$ cat config.mk
export PLATFORM = sky130hd
export DESIGN_NAME = cim_top
export DESIGN_NICKNAME = d
export VERILOG_FILES = /design/src/hw/cim_pkg.sv /design/src/hw/cim_top.sv /design/src/hw/cim_unit.sv
export SDC_FILE = /design/constraint.sdc
export NUM_CORES = 1
export LEC_CHECK = 0
export ABC_AREA = 1
export BUFFER_PORTS_ARGS = -buffer_cell sky130_fd_sc_hd__buf_2
export CAP_MARGIN = 20
export CORE_ASPECT_RATIO = 1.1
export CORE_MARGIN = 4
export CORE_UTILIZATION = 48
export DETAILED_ROUTE_END_ITERATION = 12
export HOLD_SLACK_MARGIN = 0.12
export PLACE_DENSITY = 0.68
export SLEW_MARGIN = 0
export SYNTH_ARGS = -nofsm -noshare
export SYNTH_HDL_FRONTEND = slang
export SYNTH_SLANG_ARGS = --single-unit
$ cat constraint.sdc
create_clock -name clk -period 3.45 [get_ports clk]
set_input_delay 0.345 -clock clk [delete_from_list [all_inputs] [get_ports clk]]
set_output_delay 0.345 -clock clk [all_outputs]
set_load 0.02 [all_outputs]
$ cat src/hw/cim_pkg.sv
// Purpose: shared constants for the cascaded interrupt mask/trigger block
// Assumes: 16-bit I/O address space, 8-bit I/O data
// Notes: each controller has an even command port and an odd data port
package cim_pkg;
	localparam int unsigned CIM_LINES = 8;
	// I/O port map
	localparam logic [15:0] CIM_MASTER_CMD = 16'h0020;
	localparam logic [15:0] CIM_MASTER_DATA = 16'h0021;
	localparam logic [15:0] CIM_SLAVE_CMD = 16'h00a0;
	localparam logic [15:0] CIM_SLAVE_DATA = 16'h00a1;
	localparam logic [15:0] CIM_TRIG_MASTER = 16'h04d0;
	localparam logic [15:0] CIM_TRIG_SLAVE = 16'h04d1;
	// reset values
	localparam logic [7:0] CIM_TRIG_RESET = 8'h00;
	localparam logic [7:0] CIM_MASK_RESET = 8'hff;
	localparam logic [7:0] CIM_UNMAPPED_READ = 8'h00;
	// command-port field positions
	localparam int unsigned CIM_CMD_INIT_BIT = 4;
	localparam int unsigned CIM_CMD_MODE_SEL_BIT = 3;
	localparam int unsigned CIM_CMD_EOI_BIT = 5;
	localparam int unsigned CIM_CMD_SPEC_BIT = 6;
	// init_word_four field positions
	localparam int unsigned CIM_W4_PROC_MODE = 0;
	localparam int unsigned CIM_W4_AUTO_EOI = 1;
	localparam int unsigned CIM_W4_MASTER_SLAVE = 2;
	localparam int unsigned CIM_W4_BUFFERED = 3;
	localparam int unsigned CIM_W4_SPECIAL_NESTED = 4;
	localparam logic [2:0] CIM_CASCADE_LINE = 3'h2;
	// initialization sequence steps, one-hot
	typedef enum logic [3:0] {
		CIM_ST_READY = 4'b0001,
		CIM_ST_VECTOR = 4'b0010,
		CIM_ST_CASCADE = 4'b0100,
		CIM_ST_WORD4 = 4'b1000
	} cim_step_t;
endpackage

$ cat src/hw/cim_top.sv
// Purpose: cascaded pair of interrupt controllers with mask and trigger registers
// Assumes: io_wr/io_rd are one-cycle strobes; inta is a one-cycle acknowledge
// Notes: read data and vector appear one cycle after their strobe
//
// Functional notes
// (RL1) software writes init_word_four to both controllers during initialization
// (RL2) init_word_four bit 0 is processor mode; vectors returned only when set
// (RL3) software writes init_word_four bits 7..5 as zero
// (RL4) software keeps special nested option bit 4 at zero
// (RL5) software keeps buffered bits 3 and 2 at zero
// (RL6) init_word_four bit 1 set enables automatic end of interrupt
// (RL7) a 1 written to a mask bit blocks that request line
// (RL8) a 0 written to a mask bit accepts that request line again
// (RL9) each mask bit changes independently after init; mask is readable
// (RL10) masking master line 2 blocks all slave requests
// (RL11) trigger-select bit 0 makes its channel edge sensitive
// (RL12) both trigger-select registers reset to zero
// (RL13) software keeps master trigger bits 0..2 at zero
// (RL14) software keeps slave trigger bits 5 and 0 at zero
// (RL15) master trigger at 4d0h is channel n, slave at 4d1h is n+8
// (RL16) trigger-select bit 1 makes its channel level sensitive
// (RL17) acknowledge vector low three bits carry the serviced line number
// (RL18) slave interrupt output drives master request line 2
`timescale 1ns/10ps
`default_nettype none
module cim_top
	import cim_pkg::*;
(
	input wire logic clk,
	input wire logic rst_n,
	input wire logic [15:0] io_addr,
	input wire logic io_wr,
	input wire logic io_rd,
	input wire logic [7:0] io_wdata,
	output logic [7:0] io_rdata,
	input wire logic [15:0] irq_line,
	input wire logic inta,
	output logic int_req,
	output logic [7:0] inta_vector,
	output logic inta_valid
);
	typedef struct packed {
		logic [7:0] trig_m;
		logic [7:0] trig_s;
		logic [7:0] rdata;
		logic [7:0] vector;
		logic valid;
	} cim_top_state_t;

	cim_top_state_t st;
	cim_top_state_t next_st;
	logic m_int;
	logic s_int;
	logic [2:0] m_sel;
	logic [2:0] s_sel;
	logic [4:0] m_base;
	logic [4:0] s_base;
	logic [7:0] m_mask;
	logic [7:0] s_mask;
	logic m_proc;
	logic s_proc;
	logic m_irq_in_2;
	logic m_cmd_wr;
	logic m_data_wr;
	logic s_cmd_wr;
	logic s_data_wr;
	logic via_slave;
	logic s_ack;

	// port decode for the two controllers
	assign m_cmd_wr = io_wr && io_addr == CIM_MASTER_CMD;
	assign m_data_wr = io_wr && io_addr == CIM_MASTER_DATA;
	assign s_cmd_wr = io_wr && io_addr == CIM_SLAVE_CMD;
	assign s_data_wr = io_wr && io_addr == CIM_SLAVE_DATA;

	// slave output feeds master line 2, so its mask gates the slave too
	assign m_irq_in_2 = s_int; // see (RL18) see (RL10)
	assign via_slave = m_sel == CIM_CASCADE_LINE;
	assign s_ack = inta && m_int && via_slave;
	assign int_req = m_int;

	cim_unit #(
		.LINES(CIM_LINES)
	) u_master (
		.clk(clk),
		.rst_n(rst_n),
		.cmd_wr(m_cmd_wr),
		.data_wr(m_data_wr),
		.wdata(io_wdata),
		.irq_in({irq_line[7:3], m_irq_in_2, irq_line[1:0]}),
		.trig_level(st.trig_m), // see (RL15)
		.ack(inta),
		.int_out(m_int),
		.sel_line(m_sel),
		.vec_base(m_base),
		.mask_bits(m_mask),
		.proc_mode(m_proc)
	);

	cim_unit #(
		.LINES(CIM_LINES)
	) u_slave (
		.clk(clk),
		.rst_n(rst_n),
		.cmd_wr(s_cmd_wr),
		.data_wr(s_data_wr),
		.wdata(io_wdata),
		.irq_in(irq_line[15:8]),
		.trig_level(st.trig_s), // see (RL15)
		.ack(s_ack),
		.int_out(s_int),
		.sel_line(s_sel),
		.vec_base(s_base),
		.mask_bits(s_mask),
		.proc_mode(s_proc)
	);

	// register writes, read mux and acknowledge vector
	always_comb
	begin
		next_st = st;
		next_st.valid = 1'b0;
		if (io_wr && io_addr == CIM_TRIG_MASTER)
			next_st.trig_m = io_wdata; // see (RL15)
		if (io_wr && io_addr == CIM_TRIG_SLAVE)
			next_st.trig_s = io_wdata; // see (RL15)
		if (io_rd)
		begin
			unique case (io_addr)
				CIM_MASTER_DATA: next_st.rdata = m_mask; // see (RL9)
				CIM_SLAVE_DATA: next_st.rdata = s_mask; // see (RL9)
				CIM_TRIG_MASTER: next_st.rdata = st.trig_m;
				CIM_TRIG_SLAVE: next_st.rdata = st.trig_s;
				default: next_st.rdata = CIM_UNMAPPED_READ;
			endcase
		end
		// only processor-mode vector format is supported
		if (inta && m_int && m_proc)
		begin
			next_st.valid = !via_slave || s_proc; // see (RL2)
			if (via_slave)
				next_st.vector = {s_base, s_sel}; // see (RL17)
			else
				next_st.vector = {m_base, m_sel}; // see (RL17)
		end
	end

	always_ff @(posedge clk or negedge rst_n)
	begin
		if (!rst_n)
		begin
			st.trig_m <= CIM_TRIG_RESET; // see (RL12)
			st.trig_s <= CIM_TRIG_RESET; // see (RL12)
			st.rdata <= CIM_UNMAPPED_READ;
			st.vector <= 8'h00;
			st.valid <= 1'b0;
		end
		else
			st <= next_st;
	end

	assign io_rdata = st.rdata;
	assign inta_vector = st.vector;
	assign inta_valid = st.valid;
endmodule
`default_nettype wire

$ cat src/hw/cim_unit.sv
// Purpose: one 8-input interrupt controller: init words, mask, request, in-service
// Assumes: inputs synchronous to clk; line 0 has the highest priority
// Notes: the second to fourth init words are taken and the third is ignored
`timescale 1ns/10ps
`default_nettype none
module cim_unit
	import cim_pkg::*;
#(
	parameter int unsigned LINES = CIM_LINES
)
(
	input wire logic clk,
	input wire logic rst_n,
	input wire logic cmd_wr,
	input wire logic data_wr,
	input wire logic [7:0] wdata,
	input wire logic [LINES-1:0] irq_in,
	input wire logic [LINES-1:0] trig_level,
	input wire logic ack,
	output logic int_out,
	output logic [2:0] sel_line,
	output logic [4:0] vec_base,
	output logic [LINES-1:0] mask_bits,
	output logic proc_mode
);
	typedef struct packed {
		cim_step_t step;
		logic init_done;
		logic [4:0] base;
		logic [7:0] word4;
		logic [LINES-1:0] mask;
		logic [LINES-1:0] irr;
		logic [LINES-1:0] isr;
		logic [LINES-1:0] prev_in;
	} cim_unit_state_t;

	cim_unit_state_t st;
	cim_unit_state_t next_st;
	logic [LINES-1:0] req;
	logic eligible;
	logic [2:0] req_idx;
	logic req_any;
	logic [2:0] isr_idx;
	logic isr_any;
	logic auto_eoi;

	// lowest-numbered active request and in-service line
	always_comb
	begin
		req = st.irr & ~st.mask;
		req_idx = 3'h0;
		req_any = 1'b0;
		isr_idx = 3'h0;
		isr_any = 1'b0;
		for (int i = LINES - 1; i >= 0; i--)
		begin
			if (req[i])
			begin
				req_idx = 3'(i);
				req_any = 1'b1;
			end
			if (st.isr[i])
			begin
				isr_idx = 3'(i);
				isr_any = 1'b1;
			end
		end
		// a request only interrupts a line of lower priority in service
		eligible = st.init_done && req_any && (!isr_any || req_idx < isr_idx);
	end

	assign int_out = eligible;
	assign sel_line = req_idx; // see (RL17)
	assign vec_base = st.base;
	assign mask_bits = st.mask; // see (RL9)
	assign proc_mode = st.word4[CIM_W4_PROC_MODE]; // see (RL2)
	assign auto_eoi = st.word4[CIM_W4_AUTO_EOI];

	// next state: request capture, ack, end of interrupt, init sequence
	always_comb
	begin
		next_st = st;
		next_st.prev_in = irq_in;
		for (int i = 0; i < LINES; i++)
		begin
			if (trig_level[i])
				next_st.irr[i] = irq_in[i]; // see (RL16)
			else if (irq_in[i] && !st.prev_in[i])
				next_st.irr[i] = 1'b1; // see (RL11)
		end
		// end of interrupt goes first, so an acknowledge in the same cycle wins
		if (cmd_wr && !wdata[CIM_CMD_INIT_BIT] && !wdata[CIM_CMD_MODE_SEL_BIT]
			&& wdata[CIM_CMD_EOI_BIT])
		begin
			if (wdata[CIM_CMD_SPEC_BIT])
				next_st.isr[wdata[2:0]] = 1'b0;
			else if (isr_any)
				next_st.isr[isr_idx] = 1'b0;
		end
		if (ack && eligible)
		begin
			// edge requests are consumed unless a fresh edge lands in the same cycle
			if (!trig_level[req_idx] && !(irq_in[req_idx] && !st.prev_in[req_idx]))
				next_st.irr[req_idx] = 1'b0;
			if (!auto_eoi)
				next_st.isr[req_idx] = 1'b1; // see (RL6)
		end
		// init restarts the sequence and drops everything pending
		if (cmd_wr && wdata[CIM_CMD_INIT_BIT])
		begin
			next_st.step = CIM_ST_VECTOR;
			next_st.init_done = 1'b0;
			next_st.irr = '0;
			next_st.isr = '0;
		end
		if (data_wr)
		begin
			unique case (st.step)
				CIM_ST_VECTOR:
				begin
					next_st.base = wdata[7:3];
					next_st.step = CIM_ST_CASCADE;
				end
				CIM_ST_CASCADE:
					next_st.step = CIM_ST_WORD4;
				CIM_ST_WORD4:
				begin
					next_st.word4 = wdata; // see (RL6)
					next_st.init_done = 1'b1;
					next_st.step = CIM_ST_READY;
				end
				CIM_ST_READY:
					next_st.mask = wdata[LINES-1:0]; // see (RL7) see (RL8)
				default:
					next_st.step = CIM_ST_READY;
			endcase
		end
	end

	always_ff @(posedge clk or negedge rst_n)
	begin
		if (!rst_n)
		begin
			st.step <= CIM_ST_READY;
			st.init_done <= 1'b0;
			st.base <= 5'h00;
			st.word4 <= 8'h00;
			st.mask <= CIM_MASK_RESET[LINES-1:0];
			st.irr <= '0;
			st.isr <= '0;
			st.prev_in <= '0;
		end
		else
			st <= next_st;
	end
endmodule
`default_nettype wire

==> results of run 1 <==
## critical path, stage by stage, from the launching register on
cell     delay (ps)
dfstp_2         520
inv_1            50
nand2_1         100
nand2_1          80
inv_2           120
nand2_4          70
nand2_2         120
inv_1            90
ha_1            300
nand2_1          60
inv_1            40
nand2_1          50
nand2_1          60
nand2_2          90
nand2_1          70
inv_2            70
buf_2           150
## power by group through the flow
stage	combinational, mW	sequential, mW	clock [mW]
6_report	0.401	1.49	1.80
3_3_place_gp	0.379	1.51	0
5_1_grt	0.451	1.49	1.88
3_5_place_dp	0.382	1.51	0
4_1_cts	0.396	1.49	1.81
2_1_floorplan	0.261	1.50	0
## final cells by class
cell class,count,area share (%)
multi-input combinational,654,40.08
sequential,121,37.11
timing repair buffer,82,6.546
inverter,132,6.196
clock buffer,18,5.222
tap,192,2.923
clock inverter,14,1.918
## sequential cells by signal (all words and copies together) (netlist names)
name                count
u_master.st            29
u_slave.st             29
st                     16
inta_vector             8
io_rdata                8
u_master.mask_bits      8
u_slave.mask_bits       8
u_master.vec_base       5
u_slave.vec_base        5
inta_valid              1
u_master.auto_eoi       1
u_master.proc_mode      1
u_slave.auto_eoi        1
u_slave.proc_mode       1
## cells in the mapped netlist, types with 2 or more instances
cell      count  share of area (%)
nand2_1     248                 13
a31oi_1       2               0.18
nand3_1      58                4.1
a22oi_1       5               0.53
o31ai_1      10                1.1
dfrtp_1     103                 36
nand3_2       2               0.28
ha_1          4               0.71
nor2_8        5                1.4
inv_2        15               0.80
nor4_1        2               0.18
a21oi_1      32                2.3
nand2_2      19                1.7
clkbuf_1      7               0.37
nor2_4        7                1.1
nand2_4      10                1.6
nand3_4       2               0.50
a22o_1        5               0.62
o21ai_0      82                5.8
dfstp_2      18                6.7
nor3_1       18                1.3
buf_2         4               0.28
o21ai_1       3               0.21
buf_6         3               0.48
a21oi_4       3               0.69
inv_1       111                5.9
nand4_1      16                1.4
buf_4        17                1.8
nor2_1       95                5.0
o22ai_1      16                1.4
inv_4         5               0.44
nor2_2        4               0.35
## placed cells by master, fill, tap and decap left out, types with 2 or more instances in the layout
cell type	instances
a21oi_1	32
a21oi_4	3
a22o_1	5
a22oi_1	5
a31oi_1	2
buf_2	60
buf_4	4
bufinv_16	2
clkbuf_16	17
clkinv_2	3
clkinv_4	2
dfrtp_1	103
dfstp_2	18
dlygate4sd3_1	16
ha_1	4
inv_1	111
inv_2	15
inv_4	5
inv_6	8
nand2_1	248
nand2_2	19
nand2_4	10
nand3_1	58
nand3_2	2
nand3_4	2
nand4_1	16
nor2_1	95
nor2_2	4
nor2_4	7
nor2_8	5
nor3_1	18
nor4_1	2
o21ai_0	82
o21ai_1	3
o22ai_1	16
o31ai_1	10
## routing by layer
metal	part of all wire (%)	routed length, microns	vias to the layer above
met5	0	0	-
met4	2.7	512	0
met3	5.0	970	38
met2	47	9093	193
met1	45	8680	2990
li1	-	-	3172
## metrics by stage
| step | instance area, sq um | hold slack, ps | power (mW) |
|---|---|---|---|
| 2_1_floorplan | 7066 | 49.41 | 1.763 |
| 3_3_place_gp | 7445 | 458.5 | 1.890 |
| 3_5_place_dp | 7445 | 460.8 | 1.893 |
| 4_1_cts | 8182 | 147.6 | 3.693 |
| 5_1_grt | 8219 | 310.2 | 3.824 |
| 6_report | 8219 | 300.6 | 3.688 |
## worst paths after layout
kind	startpoint	endpoint	slack, ps	cells past startpoint
max	u_master.mask_bits[2]	int_req	640	16
min	rst_n	u_slave.st[47]	300	2
max reg2reg	u_master.mask_bits[2]	inta_vector[3]	890	20
min reg2reg	inta_vector[2]	inta_vector[2]	470	2
max in group asynchronous	rst_n	u_slave.mask_bits[7]	2520	3
min in group clk	io_rd	io_rdata[6]	310	2
## cells by family after synthesis
logic type	after synthesis	synth area share (%)
AOI/OAI and AO/OA	160	13.02
adders and majority gates	4	0.7084
DFF	121	43.17
buffers and inverters	164	10.20
and+or+nand+nor	490	32.90
==> results.yml, run 1 <==
outcome:
  outcome: "finished, final reports clean"
synth:
  synthCells: 939
  async_reset_ff_share_pct: 100.0
  synth_flop_cell: "dfrtp_1"
  yosys.cell_types.count: 40
  synth_warnings: 0
  ys_seq_area_share_pct: 43.17
  syn_area_sq_um: 7066
  syn-num-nets: 988
  ys_ff_latch: 121
  synth_edf_count: 0
  syn_area_per_cell_sq_um: 7.525
clocking:
  insertion_delay_ps: 420
  cts_buffer_depth: 2
  cts_tree: "built"
  cts.htree.levels: 4
  cts_resized: 0
  cts_sinks: 121
  hold_buffers: 15
  post_cts_buffers: 0
  cts_buffers: 17
  cts.root.buffer_cell: "clkbuf_16"
  clkTransAtPathRegs_ps: 60
power:
  p_leak_nw: 3.875
  pwr-share-comb_pct: 10.9
  p_switching_mw: 1.024
  sw_frac_of_total_pct: 27.76
  clkPwrFrac_pct: 48.8
  cellInternalPower_mw: 2.664
  peakVddDrop_v: 0.0003387
  pwr-share-seq_pct: 40.4
  powerDensity_nw_per_um2: 448.7
layout:
  multi_input_area_sq_um: 3294
  insertedDiodeCount: 0
  fin_cells: 1213
  drive_gt1_share_pct: 18.71
  area_delta_synth_final_pct: 16.33
  layout.area.seq_sq_um: 3050
  utilization_pct: 56.89
  fill_cells: 1341
  final_net_count: 1057
grt:
  grt_overflow: 0
  use_met2_pct: 38.86
  grt_max_degree: 81
  busiest_layer: "met2"
  grtUsageMet1_pct: 32.59
  grt_pass1_wl_mm: 31.35
  antenna_found_initial: 0
  use_met3_pct: 4.511
  track_usage_pct: 24.27
  grt_pass1_vias: 6208
timing:
  tns_ps: 0
  finalCriticalPeriod_ps: 2807
  max_slew_margin_pct: 59.20
  timing.final.crit_share_pct: 81.36
  setup_ws_ps: 643.0
  setup_viol: 0
  worst_slew_pin_slew_ps: 611.4
  finalHoldViolCount: 0
  fmax_mhz: 356.3
  rsz0062_at_grt: "no"
  drv_slew: 0
  finClkSkew_ps: 9.330
worst_setup_path:
  critPathMaxFanout: 3
  timing.critical_path.to_type: "output port"
  worst_ep_required_time_ps: 3110
  critPathKind: "flop to output port"
  cp.arrival_ps: 2460
  cp-start-kind: "flop"
floorplanning:
  dieHeight_microns: 135.2
  die_x_microns: 123.7
  core_sq_um: 14450
  die_area_sq_um: 16730
  num_rows: 46
  io_pins: 63
  initial_core_util_pct: 48.91
routing:
  drt_first_pass_iters: 5
  vias: 6393
  drtAntennaViolNets: 0
  drc: 0
  wl_per_cell_microns: 15.88
  routed_wl_mm: 19.26
  drtIter0Drc: 537
  via_per_inst: 5.270
job:
  max_cap_violations: 0
placed_design:
  dp_slack_ps: 863.2
  io_buffers: 61
  hpwl_mm: 14.27
  gp_congestion: 0.9365
  place_inst: 1164
min_path:
  hold_path_class: "input port to async pin"
No activity file was read; power rests on OpenSTA's default activity.
==> inputs of run 2 (changes only) <==
Clock period 3.45 ns to 2.83 ns, I/O delays scaled along.
==> run 2 against run 1 <==
Compared with the run above:
- total power grew 19%
- clock skew is essentially flat
- core utilization is essentially flat
- global-route usage shrank 0.55 points
- sequential cell count is the same
- cell count grew 0.33%
- critical path type unchanged
- largest cell class unchanged
==> results.yml, run 2 (synthesis results as in run 1) <==
layout:
  area_delta_synth_final_pct: 16.24
  layout_commonest_cell: "nand2_1"
  insertedDiodeCount: 0
  reg_top3: "u_master.st x29, u_slave.st x29, st x16"
  final_net_count: 1061
  final_cell_mix: "nand2_1, inv_1, dfrtp_1"
  drive_gt1_share_pct: 19.22
timing:
  max_slew_margin_pct: 54.48
  drv_slew: 0
  finClkSkew_ps: 9.579
  finalHoldViolCount: 0
  tns_ps: 0
  setup_viol: 0
  fmax_mhz: 376.2
  rsz0062_at_grt: "no"
  timing.final.crit_share_pct: 93.92
  worst_slew_pin_slew_ps: 682.8
  finalCriticalPeriod_ps: 2658
worst_setup_path:
  worst_ep_required_time_ps: 2550
  critPathLaunch: "u_master.mask_bits[0]"
  r2r_start: "u_master.mask_bits[0]"
  critPathBufInv: 4
  critPathKind: "flop to output port"
  cpLargestDelayFamily: "simple AND/OR/NAND/NOR gates"
  r2r_cells: 16
  endpoint: "int_req"
  cp.arrival_ps: 2370
  cp.depth: 13
  regToRegSetupSlack_ps: 260
  cp_slowest_cell: "dfstp_2"
  timing.rr.end: "u_master.st[20]"
  crit_path_max_incr_delay_ps: 530
  cp-start-kind: "flop"
  cp_cell_sequence: "inv_2, nand2_4, nand2_2, inv_4, nand2_4, nor2_8, ha_1, a21oi_1, nand2_1, nand2_2, nand2_1, inv_2, buf_4"
  critPathMaxFanout: 7
  timing.critical_path.to_type: "output port"
floorplanning:
  io_pins: 63
  num_rows: 46
  die_x_microns: 123.7
  die_area_sq_um: 16730
  initial_core_util_pct: 48.91
  dieHeight_microns: 135.2
  core_sq_um: 14450
clocking:
  clkTransAtPathRegs_ps: 60
  insertion_delay_ps: 430
  cts_sinks: 121
  cts_buffers: 17
  cts.root.buffer_cell: "clkbuf_16"
  cts.htree.levels: 4
  cts_buffer_depth: 2
  cts_tree: "built"
routing:
  via_per_inst: 5.234
  routed_wl_mm: 19.21
  drtIter0Drc: 548
  drt_first_pass_iters: 5
  vias: 6370
  wl_per_cell_microns: 15.78
  drtAntennaViolNets: 0
  drc: 0
grt:
  track_usage_pct: 23.72
  grt_pass1_vias: 5897
  antenna_found_initial: 0
  grt_max_degree: 54
  grt_pass1_wl_mm: 30.44
  grt_overflow: 0
power:
  peakVddDrop_v: 0.0004275
  p_leak_nw: 3.869
  powerDensity_nw_per_um2: 532.8
  total_power_mw: 4.376
min_path:
  hold_path_class: "input port to flop"
  min_path_cells: 2
outcome:
  outcome: "finished, final reports clean"
placed_design:
  gp_congestion: 0.9369
  io_buffers: 61
  hpwl_mm: 14.24
job:
  max_cap_violations: 0
[run 2: changes by cell type in the layout (fill, tap and decap cells not counted), sizes merged]
cell      before  now
buf           66   70
clkinv         5    4
clkinvlp       0    2
bufinv         2    0
clkbuf        18   19
[run 2: routing by layer]
metal	vias up	GRT usage (%)	share of wire, %
met5	-	0	0
met4	0	9.046	2.7
met3	39	3.467	5.2
met2	186	37.72	47
met1	2960	32.67	45
li1	3185	-	-
[run 2: worst min-delay path by stage]
| stage | slack, ps | from | end |
|---|---|---|---|
| 2_1_floorplan | -10 | rst_n | inta_valid |
| 3_3_place_gp | 370 | rst_n | io_rdata[4] |
| 3_5_place_dp | 370 | rst_n | u_slave.st[48] |
| 4_1_cts | 220 | io_rd | io_rdata[6] |
| 5_1_grt | 240 | io_rd | io_rdata[6] |
| 6_report | 240 | io_rd | io_rdata[6] |
[run 2: repair_timing]
item | in CTS | in global routing
endpoints found under the hold margin | 56 | 0
hold buffers | 16 | 0
resized for setup | 0 | 3
endpoints found under the setup margin | 0 | 1
buffers inserted | 0 | 4
[run 2: report_power, final]
part	total, mW	internal, mW	switching (mW)
Clock	2.05	1.19	0.867
Sequential	1.81	1.77	0.0423
Combinational	0.507	0.175	0.333
[run 2: layout make-up]
type | instances | area, sq um
clock inverters | 13 | 107.6
repair buffers | 86 | 550.5
well taps | 192 | 240.2
multi-input cells | 654 | 3302
inverters | 132 | 509.2
clock buffers | 19 | 452.9
fillers | 1377 | 6233
flip-flops and latches | 121 | 3050
[run 2: per-stage QoR]
stage / worst slack [ps] / hold WS, ps / instance area, sq um / util, % / std cells
5_1_grt: 15.79 / 236.2 / 8213 / 56.85 / 1217
6_report: 172.1 / 238.0 / 8213 / 56.85 / 1217
3_3_place_gp: 343.3 / 371.8 / 7452 / 51.59 / 1165
4_1_cts: 93.87 / 224.1 / 8173 / 56.57 / 1213
3_5_place_dp: 314.7 / 367.3 / 7452 / 51.59 / 1165
2_1_floorplan: 585.5 / -12.59 / 7066 / - / 939
==> inputs of run 3 (changes only) <==
Settings changed: ABC_AREA 1 to default.
==> run 3 against run 2 <==
Compared with the run above:
- the run now ends with setup timing left
- register-to-register slack got worse by 170 ps
- synthesized cell count decreased by 29%
- combinational power decreased by 68%
- clock power increased by 7%
- critical path depth decreased by 3
- worst setup slack got worse by 200 ps
- critical path type unchanged
- critical endpoint unchanged
==> results.yml, run 3 <==
outcome:
  outcome: "complete, but fails checks"
  failed_checks: "setup timing"
power:
  pwr-share-comb_pct: 3.9
  pwr-share-seq_pct: 42.7
  powerDensity_nw_per_um2: 486.3
  p_leak_nw: 3.808
  clkPwrFrac_pct: 53.4
  p_switching_uw: 876.0
  peakVddDrop_v: 0.0004039
  cellInternalPower_mw: 3.229
  sw_frac_of_total_pct: 21.34
worst_setup_path:
  crit_path_max_incr_delay_ps: 570
  cp_cell_sequence: "nor2b_2, a211oi_2, nor2_2, nor2_2, ha_1, o21a_1, o22ai_1, a31o_2, o311a_1, buf_6"
  cp-start-kind: "flop"
  cp.arrival_ps: 2570
  worst_ep_required_time_ps: 2550
  critPathKind: "flop to output port"
  timing.critical_path.to_type: "output port"
  crit_top_cell: "nor2_2"
  cp_slowest_cell: "dfstp_2"
  critPathMaxFanout: 2
layout:
  final_cell_mix: "dfrtp_1, buf_4, buf_2"
  insertedDiodeCount: 0
  multi_input_area_sq_um: 3415
  fill_cells: 1108
  utilization_pct: 63.36
  final_net_count: 844
  layout.area.seq_sq_um: 3050
  layout_commonest_cell: "dfrtp_1"
  reg_top3: "u_master.st x29, u_slave.st x29, st x16"
  area_delta_synth_final_pct: 27.74
  drive_gt1_share_pct: 33.79
routing:
  drt_first_pass_iters: 5
  vias: 6064
  drtAntennaViolNets: 0
  routed_wl_mm: 20.08
  drc: 0
  via_per_inst: 6.113
  wl_per_cell_microns: 20.24
  drtIter0Drc: 599
synth:
  synth_top_area_share_pct: 39.00
  yosys.cell_types.count: 72
  ys_seq_area_share_pct: 46.16
  ys_ff_latch: 121
  synthXorXnorAreaFrac_pct: 0
  synth_mux_area_share_pct: 9.163
  synth_flop_cell: "dfrtp_1"
  async_reset_ff_share_pct: 100.0
  syn_area_per_cell_sq_um: 9.938
  yosys.area_share.simple_pct: 17.95
  syn_area_sq_um: 6609
  synth_top_family_by_area: "compound AO/OA/AOI/OAI gates"
  synth.most_common_cell: "dfrtp_1"
  synth_edf_count: 0
  syn-num-nets: 714
  synthCells: 665
  yosysTopAreaCell: "dfrtp_1"
  synthTopCellsByArea: "dfrtp_1, dfstp_2, mux2_2"
  yosys-top-cells-count: "dfrtp_1, nand2_1, nor2_1"
  synth_compound_gate_area_share_pct: 20.77
  synth_warnings: 0
  yosys.area_share.adder_pct: 0.7573
clocking:
  clkTransAtPathRegs_ps: 50
  cts_buffer_depth: 2
  cts.root.buffer_cell: "clkbuf_16"
  cts_buffers: 17
  cts_sinks: 121
  cts_tree: "built"
  insertion_delay_ps: 420
  cts.htree.levels: 4
floorplanning:
  core_sq_um: 13320
  die_area_sq_um: 15710
  initial_core_util_pct: 49.61
  num_rows: 44
  die_x_microns: 119.9
  dieHeight_microns: 131.1
  io_pins: 63
timing:
  worst_slew_pin_slew_ps: 735.6
  setup_viol: 1
  finalCriticalPeriod_ps: 2856
  finClkSkew_ps: 7.481
  timing.final.crit_share_pct: 100.9
  max_slew_margin_pct: 50.43
  tns_ps: -25.67
  rsz0062_at_grt: "yes"
  drv_slew: 0
  finalHoldViolCount: 0
  fmax_mhz: 350.2
  setup_ws_ps: -25.67
placed_design:
  hpwl_mm: 14.46
  gp_congestion: 0.9453
  io_buffers: 61
grt:
  grt_pass1_wl_mm: 31.04
  track_usage_pct: 25.78
  antenna_found_initial: 0
  grt_overflow: 0
  grt_pass1_vias: 5809
  grt_max_degree: 122
min_path:
  hold_path_class: "input port to flop"
job:
  max_cap_violations: 0
## run 3: cell count changes in the layout (fill, tap and decap cells not counted), sizes merged, moves of 13 or more
cell,before,now
nor2,111,44
nand3,62,16
nand2,277,59
a221oi,0,13
mux2,0,46
o21ai,85,30
inv,139,39
nand2b,0,23
buf,70,129
nor2b,0,14
## run 3: through the flow
stage	std cells	hold WS, ps	total power [mW]	setup WS, ps	instance area, sq um
6_report	992	190.9	4.105	-25.67	8442
5_1_grt	992	188.4	4.242	-112.7	8442
4_1_cts	986	166.3	4.126	-56.16	8227
3_5_place_dp	921	416.4	1.923	-123.4	7300
3_3_place_gp	921	409.4	1.919	-27.64	7300
2_1_floorplan	665	-12.59	1.822	45.68	6609
## run 3: routing by layer
layer	vias to the layer above	wire, microns	track usage, %
li1	2737	-	-
met1	3003	8534	33.43
met2	278	9540	42.35
met3	46	1399	6.223
met4	0	609	9.838
met5	-	0	0
## run 3: repair_timing
| action | 4_1_cts | 5_1_grt |
|---|---|---|
| gates cloned | 0 | 0 |
| hold buffers | 16 | 0 |
| gates resized for setup | 11 | 34 |
| pin swaps | 8 | 18 |
| setup endpoints to repair | 24 | 37 |
| hold endpoints to repair | 118 | 0 |
| setup buffers | 17 | 6 |
## run 3: worst paths after layout
| check | slack (ps) | cells after the start | end | startpoint |
|---|---|---|---|---|
| worst max-delay path | -30 | 10 | int_req | u_master.mask_bits[4] |
| worst min-delay path | 190 | 2 | io_rdata[7] | io_rd |
| worst max register to register | 90 | 16 | inta_vector[1] | u_master.mask_bits[4] |
| worst min register to register | 470 | 2 | inta_vector[4] | inta_vector[4] |
| max in group asynchronous | 1850 | 3 | io_rdata[0] | rst_n |
| min in group asynchronous | 510 | 3 | u_master.st[0] | rst_n |
## run 3: cell families after synthesis
family,Yosys count
mux,51
simple gates,222
fa+ha+maj,4
buf+inv,73
compound gates,194
flops,121
## run 3: final cells by class
cell class                      count  share of cell area, %
Timing Repair Buffer              145                  11.95
Multi-Input combinational cell    471                  40.45
Clock inverter                      8                  1.423
Tap cell                          184                  2.727
Sequential cell                   121                  36.13
Inverter                           39                  1.734
Clock buffer                       24                  5.588
## run 3: critical path, delay by kind of cell, from the launching register on
kind | cells | cell delay [ps]
flops | 1 | 570
fa+ha+maj | 1 | 250
compound gates | 5 | 930
buf+inv | 1 | 130
simple gates | 3 | 270
## run 3: power by group through the flow
stage	sequential, mW	clock (mW)	combinational, mW
floorplan	1.78	0	0.0443
global placement	1.78	0	0.139
detailed placement	1.78	0	0.143
CTS	1.75	2.21	0.161
global route	1.75	2.31	0.177
finish	1.75	2.19	0.160
